[config.mk]
export PLATFORM = sky130hd
export DESIGN_NAME = touch_ctrl_limits_gpio_timing
export DESIGN_NICKNAME = d
export VERILOG_FILES = /design/src/touch_ctrl_pkg.sv /design/src/touch_ctrl_limits_gpio_timing.sv
export VERILOG_INCLUDE_DIRS = /design/src
export SDC_FILE = /design/constraint.sdc
export NUM_CORES = 1
export LEC_CHECK = 0
export ABC_AREA = 1
export BUFFER_PORTS_ARGS = -buffer_cell sky130_fd_sc_hd__clkbuf_2
export CAP_MARGIN = 20
export CORE_MARGIN = 3
export CORE_UTILIZATION = 52
export CTS_CLUSTER_DIAMETER = 40
export DETAILED_ROUTE_END_ITERATION = 10
export GPL_TIMING_DRIVEN = 0
export PLACE_DENSITY = 0.72
export RECOVER_POWER = 50
export SLEW_MARGIN = 10
export SYNTH_ARGS = -nofsm -noshare
export SYNTH_HDL_FRONTEND = slang
export SYNTH_SLANG_ARGS = --single-unit
[constraint.sdc]
create_clock -name clk_in -period 3.6 [get_ports clk_in]
set_clock_uncertainty 0.1 [all_clocks]
set_input_delay 0.72 -clock clk_in [delete_from_list [all_inputs] [get_ports clk_in]]
set_output_delay 0.72 -clock clk_in [all_outputs]
set_load 0.05 [all_outputs]
[src/touch_ctrl_defs.svh]
`ifndef TOUCH_CTRL_DEFS_SVH
`define TOUCH_CTRL_DEFS_SVH

// Register offsets
`define OFS_UNUSED      4'h0
`define OFS_CTRL1       4'h1
`define OFS_CTRL2       4'h2
`define OFS_CTRL3       4'h3
`define OFS_AB_HIGH     4'h4
`define OFS_AB_LOW      4'h5
`define OFS_TEMP_HIGH   4'h6
`define OFS_TEMP_LOW    4'h7
`define OFS_RES_FIRST   4'h8
`define OFS_RES_LAST    4'hd
`define OFS_ID          4'he

// Reset values
`define RST_ZERO        16'h0000
`define RST_CTRL2       16'h4040

// Control one fields
`define C1_INT_EN       15
`define C1_CHAN_HI      14
`define C1_CHAN_LO      12
`define C1_MODE_HI      11
`define C1_MODE_LO      10
`define C1_ACQ_HI       9
`define C1_ACQ_LO       8
`define C1_TMR_HI       7
`define C1_TMR_LO       0

// Control two fields
`define C2_PIN_EN       13
`define C2_PIN_DATA     12
`define C2_PIN_DIR      11
`define C2_PIN_POL      10
`define C2_MED_HI       6
`define C2_MED_LO       5
`define C2_FCD_HI       1
`define C2_FCD_LO       0

// Control three fields
`define C3_SEQ_HI       5
`define C3_SEQ_LO       0
`define C3_AB_HI_STAT   8
`define C3_AB_LO_STAT   9
`define C3_AB_HI_EN     10
`define C3_AB_LO_EN     11
`define C3_PIN_MASK     12
`define C3_TP_HI_STAT   13
`define C3_TP_LO_STAT   14
`define C3_TP_EN        15

// Channel select codes and master mode code
`define CH_X            3'h7
`define CH_Y            3'h6
`define CH_Z1           3'h5
`define CH_Z2           3'h4
`define CH_AUX          3'h3
`define CH_BAT          3'h2
`define CH_TEMP         3'h1
`define MODE_MASTER     2'h3

// Timing, times in ns, clock in MHz
`define CLK_MHZ         200
`define T_ACQ2_NS       2000
`define T_ACQ4_NS       4000
`define T_ACQ8_NS       8000
`define T_ACQ16_NS      16000
`define CONVERSION_TIME_NS       7500
`define T_SORT_NS       2000
`define ACQ2_CYC        ((`T_ACQ2_NS * `CLK_MHZ) / 1000)
`define ACQ4_CYC        ((`T_ACQ4_NS * `CLK_MHZ) / 1000)
`define ACQ8_CYC        ((`T_ACQ8_NS * `CLK_MHZ) / 1000)
`define ACQ16_CYC       ((`T_ACQ16_NS * `CLK_MHZ) / 1000)
`define CONV_CYC        ((`CONVERSION_TIME_NS * `CLK_MHZ) / 1000)
`define SORT_CYC        ((`T_SORT_NS * `CLK_MHZ) / 1000)

`endif

[src/touch_ctrl_pkg.sv]
package touch_ctrl_pkg;
  typedef enum logic [2:0] {
    S_IDLE, S_LEAD, S_PICK, S_SETTLE, S_MEAS, S_TAIL, S_TIMER
  } seq_state_t;
endpackage : touch_ctrl_pkg

[src/touch_ctrl_limits_gpio_timing.sv]
`timescale 1ns/10ps
`include "touch_ctrl_defs.svh"

module touch_ctrl_limits_gpio_timing #(
  parameter logic [15:0] PART_CODE       = 16'h0a5c,
  parameter int          FCD_UNIT_CYCLES = 200,
  parameter int          TMR_UNIT_CYCLES = 7372
) (
  input  wire logic        clk_in,
  input  wire logic        nrst_in,
  input  wire logic [3:0]  reg_addr_in,
  input  wire logic        reg_wr_in,
  input  wire logic [15:0] reg_wdata_in,
  output logic      [15:0] reg_rdata_out,
  input  wire logic        res_valid_in,
  input  wire logic [2:0]  res_chan_in,
  input  wire logic [15:0] res_data_in,
  input  wire logic        seq_start_in,
  output logic             conv_start_out,
  output logic      [2:0]  conv_chan_out,
  output logic             seq_busy_out,
  input  wire logic        pin_in,
  output logic             pin_out,
  output logic             pin_oe_out,
  output logic             alarm_n_out
);

  if (FCD_UNIT_CYCLES < 1 || TMR_UNIT_CYCLES < 0) begin : g_bad_unit
    $error("bad timing unit");
  end

  logic [15:0] ctrl1_r;
  logic [15:0] ctrl2_r;
  logic [15:0] ctrl3_r;
  logic [15:0] spare_r;
  logic [15:0] ab_high_r;
  logic [15:0] ab_low_r;
  logic [15:0] tp_high_r;
  logic [15:0] tp_low_r;
  logic [15:0] res_r [6];
  logic        pin_meta_r;
  logic        pin_sync_r;
  logic        pin_act;
  logic        ab_res;
  logic        tp_res;
  logic        ab_hi_hit;
  logic        ab_lo_hit;
  logic        tp_hi_hit;
  logic        tp_lo_hit;
  logic        wr_c3;
  logic        pin_alarm;
  logic        limit_alarm;
  logic [2:0]  res_idx;

  assign wr_c3   = reg_wr_in && reg_addr_in == `OFS_CTRL3;
  assign pin_act = ctrl2_r[`C2_PIN_EN] && ctrl2_r[`C2_PIN_DIR];
  assign ab_res  = res_valid_in && (res_chan_in == `CH_AUX || res_chan_in == `CH_BAT);
  assign tp_res  = res_valid_in && res_chan_in == `CH_TEMP;
  assign ab_hi_hit = ab_res && res_data_in > ab_high_r;
  assign ab_lo_hit = ab_res && res_data_in < ab_low_r;
  assign tp_hi_hit = tp_res && res_data_in > tp_high_r;
  assign tp_lo_hit = tp_res && res_data_in < tp_low_r;

  // Pin synchroniser
  always_ff @(posedge clk_in) begin
    if (!nrst_in) begin
      pin_meta_r <= 1'b0;
      pin_sync_r <= 1'b0;
    end else begin
      pin_meta_r <= pin_in;
      pin_sync_r <= pin_meta_r;
    end
  end

  always_ff @(posedge clk_in) begin
    if (!nrst_in) begin
      ctrl1_r   <= `RST_ZERO;
      spare_r   <= `RST_ZERO;
      ab_high_r <= `RST_ZERO;
      ab_low_r  <= `RST_ZERO;
      tp_high_r <= `RST_ZERO;
      tp_low_r  <= `RST_ZERO;
    end else if (reg_wr_in) begin
      case (reg_addr_in)
        `OFS_UNUSED:    spare_r   <= reg_wdata_in;
        `OFS_CTRL1:     ctrl1_r   <= reg_wdata_in;
        `OFS_AB_HIGH:   ab_high_r <= reg_wdata_in;
        `OFS_AB_LOW:    ab_low_r  <= reg_wdata_in;
        `OFS_TEMP_HIGH: tp_high_r <= reg_wdata_in;
        `OFS_TEMP_LOW:  tp_low_r  <= reg_wdata_in;
        default: ;
      endcase
    end
  end

  always_ff @(posedge clk_in) begin
    if (!nrst_in) begin
      ctrl2_r <= `RST_CTRL2;
    end else begin
      if (reg_wr_in && reg_addr_in == `OFS_CTRL2) begin
        ctrl2_r <= reg_wdata_in;
      end
      if (pin_act) begin
        ctrl2_r[`C2_PIN_DATA] <= pin_sync_r ^ ~ctrl2_r[`C2_PIN_POL];
      end
    end
  end

  // Sticky limit status, set wins over clear
  always_ff @(posedge clk_in) begin
    if (!nrst_in) begin
      ctrl3_r <= `RST_ZERO;
    end else begin
      if (wr_c3) begin
        ctrl3_r <= reg_wdata_in;
      end
      if (ab_hi_hit) begin
        ctrl3_r[`C3_AB_HI_STAT] <= 1'b1;
      end
      if (ab_lo_hit) begin
        ctrl3_r[`C3_AB_LO_STAT] <= 1'b1;
      end
      if (tp_hi_hit) begin
        ctrl3_r[`C3_TP_HI_STAT] <= 1'b1;
      end
      if (tp_lo_hit) begin
        ctrl3_r[`C3_TP_LO_STAT] <= 1'b1;
      end
    end
  end

  // Result index from channel code
  always_comb begin
    case (res_chan_in)
      `CH_X:    res_idx = 3'h0;
      `CH_Y:    res_idx = 3'h1;
      `CH_Z1:   res_idx = 3'h2;
      `CH_Z2:   res_idx = 3'h3;
      `CH_AUX:  res_idx = 3'h4;
      `CH_BAT:  res_idx = 3'h4;
      `CH_TEMP: res_idx = 3'h5;
      default:  res_idx = 3'h7;
    endcase
  end

  // Results written only by the converter
  always_ff @(posedge clk_in) begin
    if (!nrst_in) begin
      for (int i = 0; i < 6; i++) begin
        res_r[i] <= `RST_ZERO;
      end
    end else if (res_valid_in && res_idx != 3'h7) begin
      res_r[res_idx] <= res_data_in;
    end
  end

  always_ff @(posedge clk_in) begin
    if (!nrst_in) begin
      reg_rdata_out <= `RST_ZERO;
    end else begin
      case (reg_addr_in)
        `OFS_UNUSED:    reg_rdata_out <= spare_r;
        `OFS_CTRL1:     reg_rdata_out <= ctrl1_r;
        `OFS_CTRL2:     reg_rdata_out <= ctrl2_r;
        `OFS_CTRL3:     reg_rdata_out <= ctrl3_r;
        `OFS_AB_HIGH:   reg_rdata_out <= ab_high_r;
        `OFS_AB_LOW:    reg_rdata_out <= ab_low_r;
        `OFS_TEMP_HIGH: reg_rdata_out <= tp_high_r;
        `OFS_TEMP_LOW:  reg_rdata_out <= tp_low_r;
        `OFS_ID:        reg_rdata_out <= PART_CODE;
        default: begin
          if (reg_addr_in >= `OFS_RES_FIRST && reg_addr_in <= `OFS_RES_LAST) begin
            reg_rdata_out <= res_r[reg_addr_in[2:0]];
          end else begin
            reg_rdata_out <= `RST_ZERO;
          end
        end
      endcase
    end
  end

  assign pin_oe_out = ctrl2_r[`C2_PIN_EN] && !ctrl2_r[`C2_PIN_DIR];
  assign pin_out    = ctrl2_r[`C2_PIN_EN] && (ctrl2_r[`C2_PIN_DATA] ^ ~ctrl2_r[`C2_PIN_POL]);

  // Clears via pin data, enable, direction or mask
  assign pin_alarm = pin_act && ctrl2_r[`C2_PIN_DATA] && !ctrl3_r[`C3_PIN_MASK];
  assign limit_alarm = (ctrl3_r[`C3_AB_HI_STAT] && ctrl3_r[`C3_AB_HI_EN])
                    || (ctrl3_r[`C3_AB_LO_STAT] && ctrl3_r[`C3_AB_LO_EN])
                    || ((ctrl3_r[`C3_TP_HI_STAT] || ctrl3_r[`C3_TP_LO_STAT]) && ctrl3_r[`C3_TP_EN]);
  assign alarm_n_out = !(ctrl1_r[`C1_INT_EN] && (limit_alarm || pin_alarm));

  // Conversion sequencer
  touch_ctrl_pkg::seq_state_t state_r;
  logic [31:0] cnt_r;
  logic [4:0]  meas_left_r;
  logic [2:0]  idx_r;
  logic [2:0]  idx_code;
  logic [31:0] fcd_cyc;
  logic [31:0] tmr_cyc;
  logic [31:0] meas_cyc;
  logic [15:0] acq_cyc;
  logic [4:0]  med_n;
  logic        any_screen;
  logic        idx_sel;

  assign any_screen = |ctrl3_r[`C3_SEQ_LO + 3:`C3_SEQ_LO];
  assign idx_sel    = ctrl3_r[`C3_SEQ_LO + 32'(idx_r)];
  assign fcd_cyc    = 32'(ctrl2_r[`C2_FCD_HI:`C2_FCD_LO] + 2'd0) * 32'(FCD_UNIT_CYCLES) + 32'(FCD_UNIT_CYCLES);
  assign tmr_cyc    = 32'(ctrl1_r[`C1_TMR_HI:`C1_TMR_LO]) * 32'(TMR_UNIT_CYCLES);

  always_comb begin
    case (idx_r)
      3'h0:    idx_code = `CH_X;
      3'h1:    idx_code = `CH_Y;
      3'h2:    idx_code = `CH_Z1;
      3'h3:    idx_code = `CH_Z2;
      3'h4:    idx_code = (ctrl1_r[`C1_CHAN_HI:`C1_CHAN_LO] == `CH_BAT) ? `CH_BAT : `CH_AUX;
      default: idx_code = `CH_TEMP;
    endcase
  end

  // Measurements per channel from median setting
  always_comb begin
    case (ctrl2_r[`C2_MED_HI:`C2_MED_LO])
      2'h1:    med_n = 5'd4;
      2'h2:    med_n = 5'd8;
      2'h3:    med_n = 5'd16;
      default: med_n = 5'd1;
    endcase
  end

  always_comb begin
    case (ctrl1_r[`C1_ACQ_HI:`C1_ACQ_LO])
      2'h0:    acq_cyc = 16'(`ACQ2_CYC);
      2'h1:    acq_cyc = 16'(`ACQ4_CYC);
      2'h2:    acq_cyc = 16'(`ACQ8_CYC);
      default: acq_cyc = 16'(`ACQ16_CYC);
    endcase
    if (idx_r == 3'h5) begin
      acq_cyc = 16'(`ACQ16_CYC);
    end
  end

  assign meas_cyc = 32'(acq_cyc) + 32'(`CONV_CYC)
                  + ((ctrl2_r[`C2_MED_HI:`C2_MED_LO] != 2'h0) ? 32'(`SORT_CYC) : 32'd0);

  always_ff @(posedge clk_in) begin
    if (!nrst_in) begin
      state_r     <= touch_ctrl_pkg::S_IDLE;
      cnt_r       <= 32'd0;
      meas_left_r <= 5'd0;
      idx_r       <= 3'd0;
    end else begin
      if (cnt_r != 32'd0) begin
        cnt_r <= cnt_r - 32'd1;
      end
      case (state_r)
        touch_ctrl_pkg::S_IDLE: begin
          if (seq_start_in) begin
            idx_r <= 3'd0;
            if (any_screen) begin
              state_r <= touch_ctrl_pkg::S_PICK;
            end else begin
              cnt_r   <= fcd_cyc;
              state_r <= touch_ctrl_pkg::S_LEAD;
            end
          end
        end
        touch_ctrl_pkg::S_LEAD: begin
          if (cnt_r <= 32'd1) begin
            state_r <= touch_ctrl_pkg::S_PICK;
          end
        end
        touch_ctrl_pkg::S_PICK: begin
          if (idx_r > 3'd5) begin
            cnt_r   <= fcd_cyc;
            state_r <= touch_ctrl_pkg::S_TAIL;
          end else if (!idx_sel) begin
            idx_r <= idx_r + 3'd1;
          end else if (idx_r < 3'd4) begin
            cnt_r   <= fcd_cyc;
            state_r <= touch_ctrl_pkg::S_SETTLE;
          end else begin
            cnt_r       <= meas_cyc;
            meas_left_r <= med_n;
            state_r     <= touch_ctrl_pkg::S_MEAS;
          end
        end
        touch_ctrl_pkg::S_SETTLE: begin
          if (cnt_r <= 32'd1) begin
            cnt_r       <= meas_cyc;
            meas_left_r <= med_n;
            state_r     <= touch_ctrl_pkg::S_MEAS;
          end
        end
        touch_ctrl_pkg::S_MEAS: begin
          if (cnt_r <= 32'd1) begin
            if (meas_left_r <= 5'd1) begin
              idx_r   <= idx_r + 3'd1;
              state_r <= touch_ctrl_pkg::S_PICK;
            end else begin
              meas_left_r <= meas_left_r - 5'd1;
              cnt_r       <= meas_cyc;
            end
          end
        end
        touch_ctrl_pkg::S_TAIL: begin
          if (cnt_r <= 32'd1) begin
            cnt_r   <= tmr_cyc;
            state_r <= touch_ctrl_pkg::S_TIMER;
          end
        end
        touch_ctrl_pkg::S_TIMER: begin
          if (cnt_r <= 32'd1) begin
            idx_r   <= 3'd0;
            state_r <= (ctrl1_r[`C1_MODE_HI:`C1_MODE_LO] == `MODE_MASTER) ?
                       touch_ctrl_pkg::S_PICK : touch_ctrl_pkg::S_IDLE;
          end
        end
        default: state_r <= touch_ctrl_pkg::S_IDLE;
      endcase
    end
  end

  // Measurement start strobe
  always_ff @(posedge clk_in) begin
    if (!nrst_in) begin
      conv_start_out <= 1'b0;
      conv_chan_out  <= 3'd0;
    end else begin
      conv_start_out <= (state_r != touch_ctrl_pkg::S_MEAS && state_r != touch_ctrl_pkg::S_IDLE
                         && cnt_r <= 32'd1 && idx_r <= 3'd5 && idx_sel
                         && (state_r == touch_ctrl_pkg::S_SETTLE || idx_r >= 3'd4)
                         && state_r != touch_ctrl_pkg::S_TAIL && state_r != touch_ctrl_pkg::S_TIMER
                         && state_r != touch_ctrl_pkg::S_LEAD)
                     || (state_r == touch_ctrl_pkg::S_MEAS && cnt_r <= 32'd1 && meas_left_r > 5'd1);
      conv_chan_out  <= idx_code;
    end
  end

  assign seq_busy_out = state_r != touch_ctrl_pkg::S_IDLE;

  a_ab_high_set: assert property (@(posedge clk_in) disable iff (!nrst_in)
    ab_res && res_data_in > ab_high_r |=> ctrl3_r[`C3_AB_HI_STAT])
    else $error("aux high status not set");
  a_ab_low_set: assert property (@(posedge clk_in) disable iff (!nrst_in)
    ab_res && res_data_in < ab_low_r |=> ctrl3_r[`C3_AB_LO_STAT])
    else $error("aux low status not set");
  a_limit_equal_ok: assert property (@(posedge clk_in) disable iff (!nrst_in)
    ab_res && res_data_in == ab_high_r && !wr_c3 && !ctrl3_r[`C3_AB_HI_STAT] |=> !ctrl3_r[`C3_AB_HI_STAT])
    else $error("equal result flagged high");
  a_alarm_from_limit: assert property (@(posedge clk_in) disable iff (!nrst_in)
    ctrl1_r[`C1_INT_EN] && ctrl3_r[`C3_AB_HI_STAT] && ctrl3_r[`C3_AB_HI_EN] |-> !alarm_n_out)
    else $error("alarm missing on limit");
  a_pin_mask_quiet: assert property (@(posedge clk_in) disable iff (!nrst_in)
    ctrl3_r[`C3_PIN_MASK] && !limit_alarm |-> alarm_n_out)
    else $error("masked pin raised alarm");
  a_pin_input_track: assert property (@(posedge clk_in) disable iff (!nrst_in)
    pin_act && $stable(pin_act) && $stable(ctrl2_r[`C2_PIN_POL]) ##1 pin_act
    |-> ctrl2_r[`C2_PIN_DATA] == ($past(pin_sync_r) ^ ~$past(ctrl2_r[`C2_PIN_POL])))
    else $error("input data bit not tracking pin");
  a_pin_disabled: assert property (@(posedge clk_in) disable iff (!nrst_in)
    !ctrl2_r[`C2_PIN_EN] |-> !pin_oe_out && alarm_n_out == !(ctrl1_r[`C1_INT_EN] && limit_alarm))
    else $error("disabled pin active");
  a_reset_ctrl2: assert property (@(posedge clk_in)
    !nrst_in |=> ctrl2_r == `RST_CTRL2 && ctrl3_r == `RST_ZERO)
    else $error("reset value wrong");
  a_tail_delay: assert property (@(posedge clk_in) disable iff (!nrst_in)
    state_r == touch_ctrl_pkg::S_PICK && idx_r > 3'd5 |=> state_r == touch_ctrl_pkg::S_TAIL && cnt_r == fcd_cyc)
    else $error("closing delay missing");
  a_temp_acq: assert property (@(posedge clk_in) disable iff (!nrst_in)
    idx_r == 3'h5 |-> acq_cyc == 16'(`ACQ16_CYC))
    else $error("temperature acquisition not fixed");

endmodule : touch_ctrl_limits_gpio_timing

---- Word-level counts from Yosys, hierarchy flattened ----
Memories as Yosys holds them, arrays and structs flattened.
Index checks and enable logic that the tools add are counted.
word-level totals
  logic and storage cells ................. 227
  memories kept ........................... 1
  bits in registers ....................... 193
  bits in writable memories ............... 96
memories
  memory  depth  bits a word  rd ports  clocked after Yosys merged registers in  wr ports  line                                 text
  res_r   6      16           1         0                                        6         touch_ctrl_limits_gpio_timing.sv:40  logic [15:0] res_r [6];
operators by class
  reduce and logical (&&, ||, !) cells .... 65
  eq/ne operators ......................... 51
  $mul .................................... 2
  muxes and demuxes ....................... 63
  add/sub/neg operators ................... 6
  magnitude comparators ................... 14
  bitwise gates (word level) .............. 3
operators with widths
  operator                                                                 count
  32-bit 2-to-1 mux                                                        9
  32-bit one-hot mux with 5 select lines                                   1
  16-bit one-hot mux with 9 select lines                                   1
  3-bit 2-to-1 mux                                                         17
  16-bit 2-to-1 mux                                                        3
  12-bit one-hot mux with 3 select lines                                   1
  16-bit greater-than comparator                                           2
  32-bit by 1-bit <= comparator with 1-bit output (second input constant)  1
  16-bit < comparator                                                      2
  32-bit nonzero test                                                      1
  32-bit by 1-bit subtractor with 32-bit output (second input constant)    1
  5-bit 2-to-1 mux                                                         6
  5-bit one-hot mux with 3 select lines                                    2
  1-bit logical AND                                                        29
  3-bit == test (second input constant)                                    9
  2-bit != test (second input constant)                                    12
  3-bit by 2-bit == test with 1-bit output (second input constant)         7
  3-bit one-hot mux with 7 select lines                                    1
  8-bit by 11-bit multiplier with 19-bit output (second input constant)    1
  17-bit by 9-bit adder with 18-bit output                                 1
  18-bit 2-to-1 mux                                                        1
  3-bit one-hot mux with 6 select lines                                    1
  16-bit by 11-bit adder with 17-bit output (second input constant)        1
  4-bit by 3-bit == test with 1-bit output (second input constant)         4
  45 further kinds                                                         90

---- Longest topological paths before layout ----
  depth in word-level cells ............... 10
  mapped depth ............................ 21
  mapped depth without buffers ............ 21

---- Least setup slack after synthesis ----
Ideal clock, no wire load.
  path type ............................... register to register
  from .................................... reg ctrl1_r[6]
  to ...................................... reg cnt_r[19]
  slack ................................... -209 ps
  arrival ................................. 3,596 ps
  stages on the path, launching flop included .. 19
  required time ........................... 3,387 ps
  cell sequence ........................... dfxtp_1 > inv_1 > ha_1 > inv_1 > fa_1 > fa_1 > inv_1 > fa_1 > inv_1 > ha_1 > nand2_1 > nor2_1 > o21ai_0 > nand3_1 > nand3_1 > nand2_1 > or2_2 > nand3_1 > nand2_1
between the ends
  cells in the longest elaborated chain, start to end .. 3
RTL lines
  element                                        line                                  text
  start, declared                                touch_ctrl_limits_gpio_timing.sv:32   logic [15:0] ctrl1_r;
  start signal, assigned                         touch_ctrl_limits_gpio_timing.sv:77   ctrl1_r <= `RST_ZERO;
  start signal, assigned                         touch_ctrl_limits_gpio_timing.sv:86   `OFS_CTRL1: ctrl1_r <= reg_wdata_in;
  8-bit by 11-bit multiplier with 19-bit output  touch_ctrl_limits_gpio_timing.sv:209  assign tmr_cyc = 32'(ctrl1_r[`C1_TMR_HI:`C1_TMR_LO]) * 32'(TMR_UNIT_CYCLES);
  32-bit 2-to-1 mux                              touch_ctrl_limits_gpio_timing.sv:308  if (cnt_r <= 32'd1) begin
  32-bit one-hot mux with 5 select lines         touch_ctrl_limits_gpio_timing.sv:257  case (state_r)
  end signal, assigned                           touch_ctrl_limits_gpio_timing.sv:255  cnt_r <= cnt_r - 32'd1;
  end signal, assigned                           touch_ctrl_limits_gpio_timing.sv:264  cnt_r <= fcd_cyc;
  end signal, assigned                           touch_ctrl_limits_gpio_timing.sv:309  cnt_r <= tmr_cyc;
  end, declared                                  touch_ctrl_limits_gpio_timing.sv:194  logic [31:0] cnt_r;
Every way passes these cells.
A chain may end at the register's enable or synchronous reset.

---- Worst setup path in the final report ----
  from .................................... reg ctrl1_r[3]
  to ...................................... reg cnt_r[14]
The elaborated chain is that of the path after synthesis.

==> reports/summary.log <==
qor: synth.synth.net_count 2462
qor: setup_path.startpoint_type register
qor: clocking.worstSkewPairLatency 0.59 ns
qor: routing.via_count 17040
qor: status.failed_checks negative setup slack
qor: setup_path.r2r_setup_slack -0.14 ns
qor: floorplanning.floorplan.io_pins 69
qor: synth.yosys_warnings 0
qor: routing.detailed_route_vias_per_instance 5.933
qor: sta.setup_repair_after_global_routing_missed_its_margin yes
qor: hold_path.hold_path_startpoint pin_in
qor: synth.largest_family_of_logic_cells_by_synthesized_area simple AND/OR/NAND/NOR gates
qor: clocking.cts_tree done
qor: status.run_status complete, but fails checks
qor: global_route.first_global_vias 16110
qor: floorplanning.core_region_area 32700 um2
qor: sta.final.min_clock_period 3.743 ns
qor: synth.yosys_register_bits 290
qor: power_and_ir_drop.pwr-share-comb 33.5%
qor: power_and_ir_drop.switchingPower 4658 uW
qor: cells_and_area.final_cell_area 20290 um2
qor: power_and_ir_drop.internal_power 7386 uW
qor: floorplanning.floorplan.die_area 35540 um2
qor: synth.synth-seq-area-share 39.11%
qor: synth.synthSimpleGateAreaFrac 19.64%
qor: cells_and_area.area.growth.synth_to_final 17.10%
qor: placement.sum_of_net_half_perimeters_after_detailed_placement 42510 um
qor: setup_path.regToRegEndpoint cnt_r[14]
qor: synth.synth_compound_gate_area_share 19.19%
qor: setup_path.critical_path_class reg -> reg
qor: sta.timing.setup.tns -0.6789 ns
qor: routing.ant_nets 0
qor: global_route.largest_net_degree_at_the_start_of_global_routing 17
qor: global_route.grt_pass1_wl 88290 um
qor: cells_and_area.n_fill_cell 2930
qor: sta.report.final.slew_viol_count 0
qor: routing.drtPass1Iterations 8
qor: run.maxCapViolations 0
qor: clocking.htreeDepth 2
qor: power_and_ir_drop.power.density 593.7 nW/um2
qor: placement.placed_cell_area 18240 um2
qor: clocking.clock_path_buffers 3
qor: clocking.clockRootBuffer sky130_fd_sc_hd__clkbuf_16
qor: cells_and_area.layout.nets 2598
qor: synth.arithmetic_cell_share_of_the_synthesized_area_counting_full_adders_half_adders_and_majority_gates 12.00%
qor: setup_path.reg2regPathDepth 16
qor: global_route.grt_antenna_before_repair 0
qor: global_route.grt.overflow.total 0
qor: cells_and_area.final_core_utilization 62.04%
qor: power_and_ir_drop.power.sequential.fraction 32.2%
qor: power_and_ir_drop.power_leakage 0.008530 uW
qor: hold_path.timing.hold.worst_path_depth 3
qor: synth.netlist-cell-type-count 58
qor: routing.wl_per_cell 20.37 um
qor: sta.period_share 104.0%
qor: cells_and_area.layout-drive-gt1-share 12.47%
qor: clocking.cts_buffers 44
qor: floorplanning.die_h 188.5 um
qor: synth.synthCells 2261
qor: synth.synthesis.area 17330 um2
qor: routing.drt_first_iter_violations 1972
qor: power_and_ir_drop.power.ir.vdd_worst 0.0004595 V
qor: global_route.grt.total_usage 31.73%
qor: clocking.clkSinkCount 290
qor: synth.synth_xor_area_share 1.314%
qor: setup_path.critical_path_peak_fanout 4
qor: floorplanning.die_width 188.5 um
qor: hold_path.hold_path_end pin_meta_r
qor: power_and_ir_drop.post-layout-total-power 12040 uW
qor: sta.fmax 267.2 MHz
qor: clocking.clk_transition_reported_paths 0.06 ns
qor: sta.report.final.setup_viol 9
qor: placement.place.gp.congestion 0.9951
qor: sta.timing.slew.headroom 31.01%
qor: floorplanning.rows 66
qor: synth.synth_mux_area_share 0%
qor: power_and_ir_drop.power.switching_fraction 38.68%
qor: setup_path.arrival 4.08 ns
qor: floorplanning.start_util 52.98%
qor: sta.timing_worst_slew_pin_value 1.035 ns
qor: sta.worst_setup_margin -0.1431 ns
qor: routing.drc 0
qor: hold_path.worst_hold_path_type in -> reg
qor: power_and_ir_drop.clockPowerShare 34.4%
qor: sta.hold_viol_final 0
qor: routing.wl 58500 um
qor: placement.placement.io_buffers 65
qor: cells_and_area.insertedDiodeCount 0
qor: setup_path.required 3.94 ns
qor: synth.postSynthAreaPerCell 7.663 um2
qor: setup_path.r2r_start ctrl1_r[3]
qor: setup_path.end_kind register
## what timing repair did
item | 4_1_cts | 5_1_grt
resized for setup | 52 | 77
pin swaps | 23 | 28
hold buffers | 0 | 0
setup buffers | 11 | 13
setup endpoints to repair | 12 | 12
## critical path, stage by stage, from the launching register on
cell	delay (ns)
sky130_fd_sc_hd__dfxtp_4	0.36
sky130_fd_sc_hd__ha_4	0.13
sky130_fd_sc_hd__inv_4	0.04
sky130_fd_sc_hd__fa_1	0.52
sky130_fd_sc_hd__inv_2	0.05
sky130_fd_sc_hd__fa_1	0.52
sky130_fd_sc_hd__fa_2	0.63
sky130_fd_sc_hd__ha_4	0.24
sky130_fd_sc_hd__nand2_4	0.07
sky130_fd_sc_hd__inv_2	0.04
sky130_fd_sc_hd__nand4_1	0.19
sky130_fd_sc_hd__nand2_4	0.12
sky130_fd_sc_hd__a21oi_1	0.21
sky130_fd_sc_hd__nand2_1	0.09
sky130_fd_sc_hd__nand3_1	0.08
sky130_fd_sc_hd__o21bai_1	0.13
sky130_fd_sc_hd__nand2_1	0.06
## state kept, by name, summed over array words and instances (netlist names)
register        count
ctrl2_r            16
pin_meta_r          1
ctrl3_r            16
cnt_r              32
ab_low_r           16
conv_start_out      1
ctrl1_r            16
conv_chan_out       3
ab_high_r          16
tp_high_r          16
res_r              97
idx_r               3
tp_low_r           16
meas_left_r         5
spare_r            16
pin_sync_r          1
reg_rdata_out      16
state_r             3
## stage by stage
stage                     setup slack, ns  cells  hold WS [ns]
after floorplan                  0.002103   2261        0.2905
after global placement            -0.8056   2768        0.3006
after detailed placement          -0.3808   2769        0.3027
after CTS                       0.0005143   2859        0.2037
after global routing              -0.2494   2872        0.2225
final                             -0.1431   2872        0.2191
## cell usage in the layout, fill, tap and decap left out, types with 8 or more instances in the layout
master	n
sky130_fd_sc_hd__buf_4	24
sky130_fd_sc_hd__nand4_1	21
sky130_fd_sc_hd__ha_4	14
sky130_fd_sc_hd__nand3_1	79
sky130_fd_sc_hd__xor2_1	15
sky130_fd_sc_hd__nand3_2	15
sky130_fd_sc_hd__a221oi_1	10
sky130_fd_sc_hd__a21oi_1	234
sky130_fd_sc_hd__edfxtp_1	97
sky130_fd_sc_hd__a211oi_1	9
sky130_fd_sc_hd__clkbuf_16	45
sky130_fd_sc_hd__nand2_2	18
sky130_fd_sc_hd__clkbuf_1	92
sky130_fd_sc_hd__o21ai_0	199
sky130_fd_sc_hd__xnor2_1	10
sky130_fd_sc_hd__inv_1	288
sky130_fd_sc_hd__nor2_4	11
sky130_fd_sc_hd__o211ai_1	10
sky130_fd_sc_hd__nor3_1	22
sky130_fd_sc_hd__nand2_1	331
sky130_fd_sc_hd__o21ai_1	17
sky130_fd_sc_hd__clkinv_2	8
sky130_fd_sc_hd__nor2_1	251
sky130_fd_sc_hd__nor2_2	8
sky130_fd_sc_hd__inv_2	25
sky130_fd_sc_hd__ha_1	122
sky130_fd_sc_hd__fa_1	15
sky130_fd_sc_hd__dfxtp_1	184
sky130_fd_sc_hd__buf_2	8
sky130_fd_sc_hd__o22ai_1	60
sky130_fd_sc_hd__clkbuf_2	43
## power by group through the flow
stage          combinational (uW)  clock [uW]  sequential (uW)
2_1_floorplan                2820           0             3980
3_3_place_gp                 3830           0             3930
3_5_place_dp                 3870           0             3930
4_1_cts                      3920        4160             3870
5_1_grt                      4460        4290             3910
6_report                     4030        4140             3870
## cells in the mapped netlist (all sizes together)
cell / n / area share (%)
fa: 17 / 2.0
a21o: 4 / 0.17
ha: 139 / 10
nand3: 94 / 2.7
buf: 18 / 0.51
a31oi: 4 / 0.14
nor3: 24 / 0.79
a21boi: 3 / 0.13
edfxtp: 97 / 17
o21a: 4 / 0.17
clkinv: 2 / 0.043
o21bai: 7 / 0.30
o2bb2ai: 1 / 0.051
or2: 11 / 0.40
and2: 1 / 0.036
xnor2: 10 / 0.51
nand3b: 4 / 0.17
nor2: 271 / 6.4
nand4: 21 / 0.76
o22ai: 60 / 2.2
a21oi: 239 / 6.9
xor2: 16 / 0.81
inv: 318 / 6.9
a311oi: 3 / 0.15
nand2: 356 / 7.9
conb: 1 / 0.022
o31ai: 2 / 0.087
o21ai: 226 / 6.6
a211oi: 10 / 0.43
a22oi: 1 / 0.043
o211ai: 11 / 0.56
a2111oi: 6 / 0.30
nor3b: 3 / 0.13
o221ai: 5 / 0.25
o2111ai: 1 / 0.051
a221oi: 10 / 0.51
a41oi: 2 / 0.10
clkbuf: 59 / 1.3
and3: 1 / 0.036
nor4: 5 / 0.18
dfxtp: 193 / 22
nor4b: 1 / 0.051
## layer usage
metal / share of wire [%] / vias up / GRT usage, %
met1: 39 / 7963 / 40.35
met3: 9.4 / 209 / 5.340
met4: 5.6 / 0 / 17.30
met5: 0 / - / 0
li1: - / 7915 / -
met2: 46 / 954 / 51.71
## cell type report
cell class                      count  area [um2]  share of cell area [%]
Multi-Input combinational cell   1574        9480                   46.73
Timing Repair Buffer               90       496.7                   2.448
Inverter                          320        1214                   5.982
Clock inverter                     25       241.5                   1.190
Sequential cell                   290        6800                   33.52
Clock buffer                       54        1200                   5.914
Tap cell                          442       553.0                   2.726
Buffer                             77       302.8                   1.492
## logic make-up after synthesis
group / count (synthesis)
xor gates and xnor gates: 26
DFF: 290
and+or+nand+nor: 792
buffers and inverters: 397
other: 1
AOI/OAI and AO/OA: 599
adders and majority gates: 156
## worst max path at each step
stage                           from           to  cells past startpoint
after floorplan           ctrl1_r[6]    cnt_r[19]                     18
after global placement       nrst_in  res_r[4][2]                      4
after detailed placement     nrst_in  res_r[2][9]                      4
after CTS                 ctrl1_r[6]    cnt_r[19]                     18
after global routing      ctrl1_r[3]    cnt_r[12]                     19
final                     ctrl1_r[3]    cnt_r[14]                     16
(Power assumes the default switching activity.)
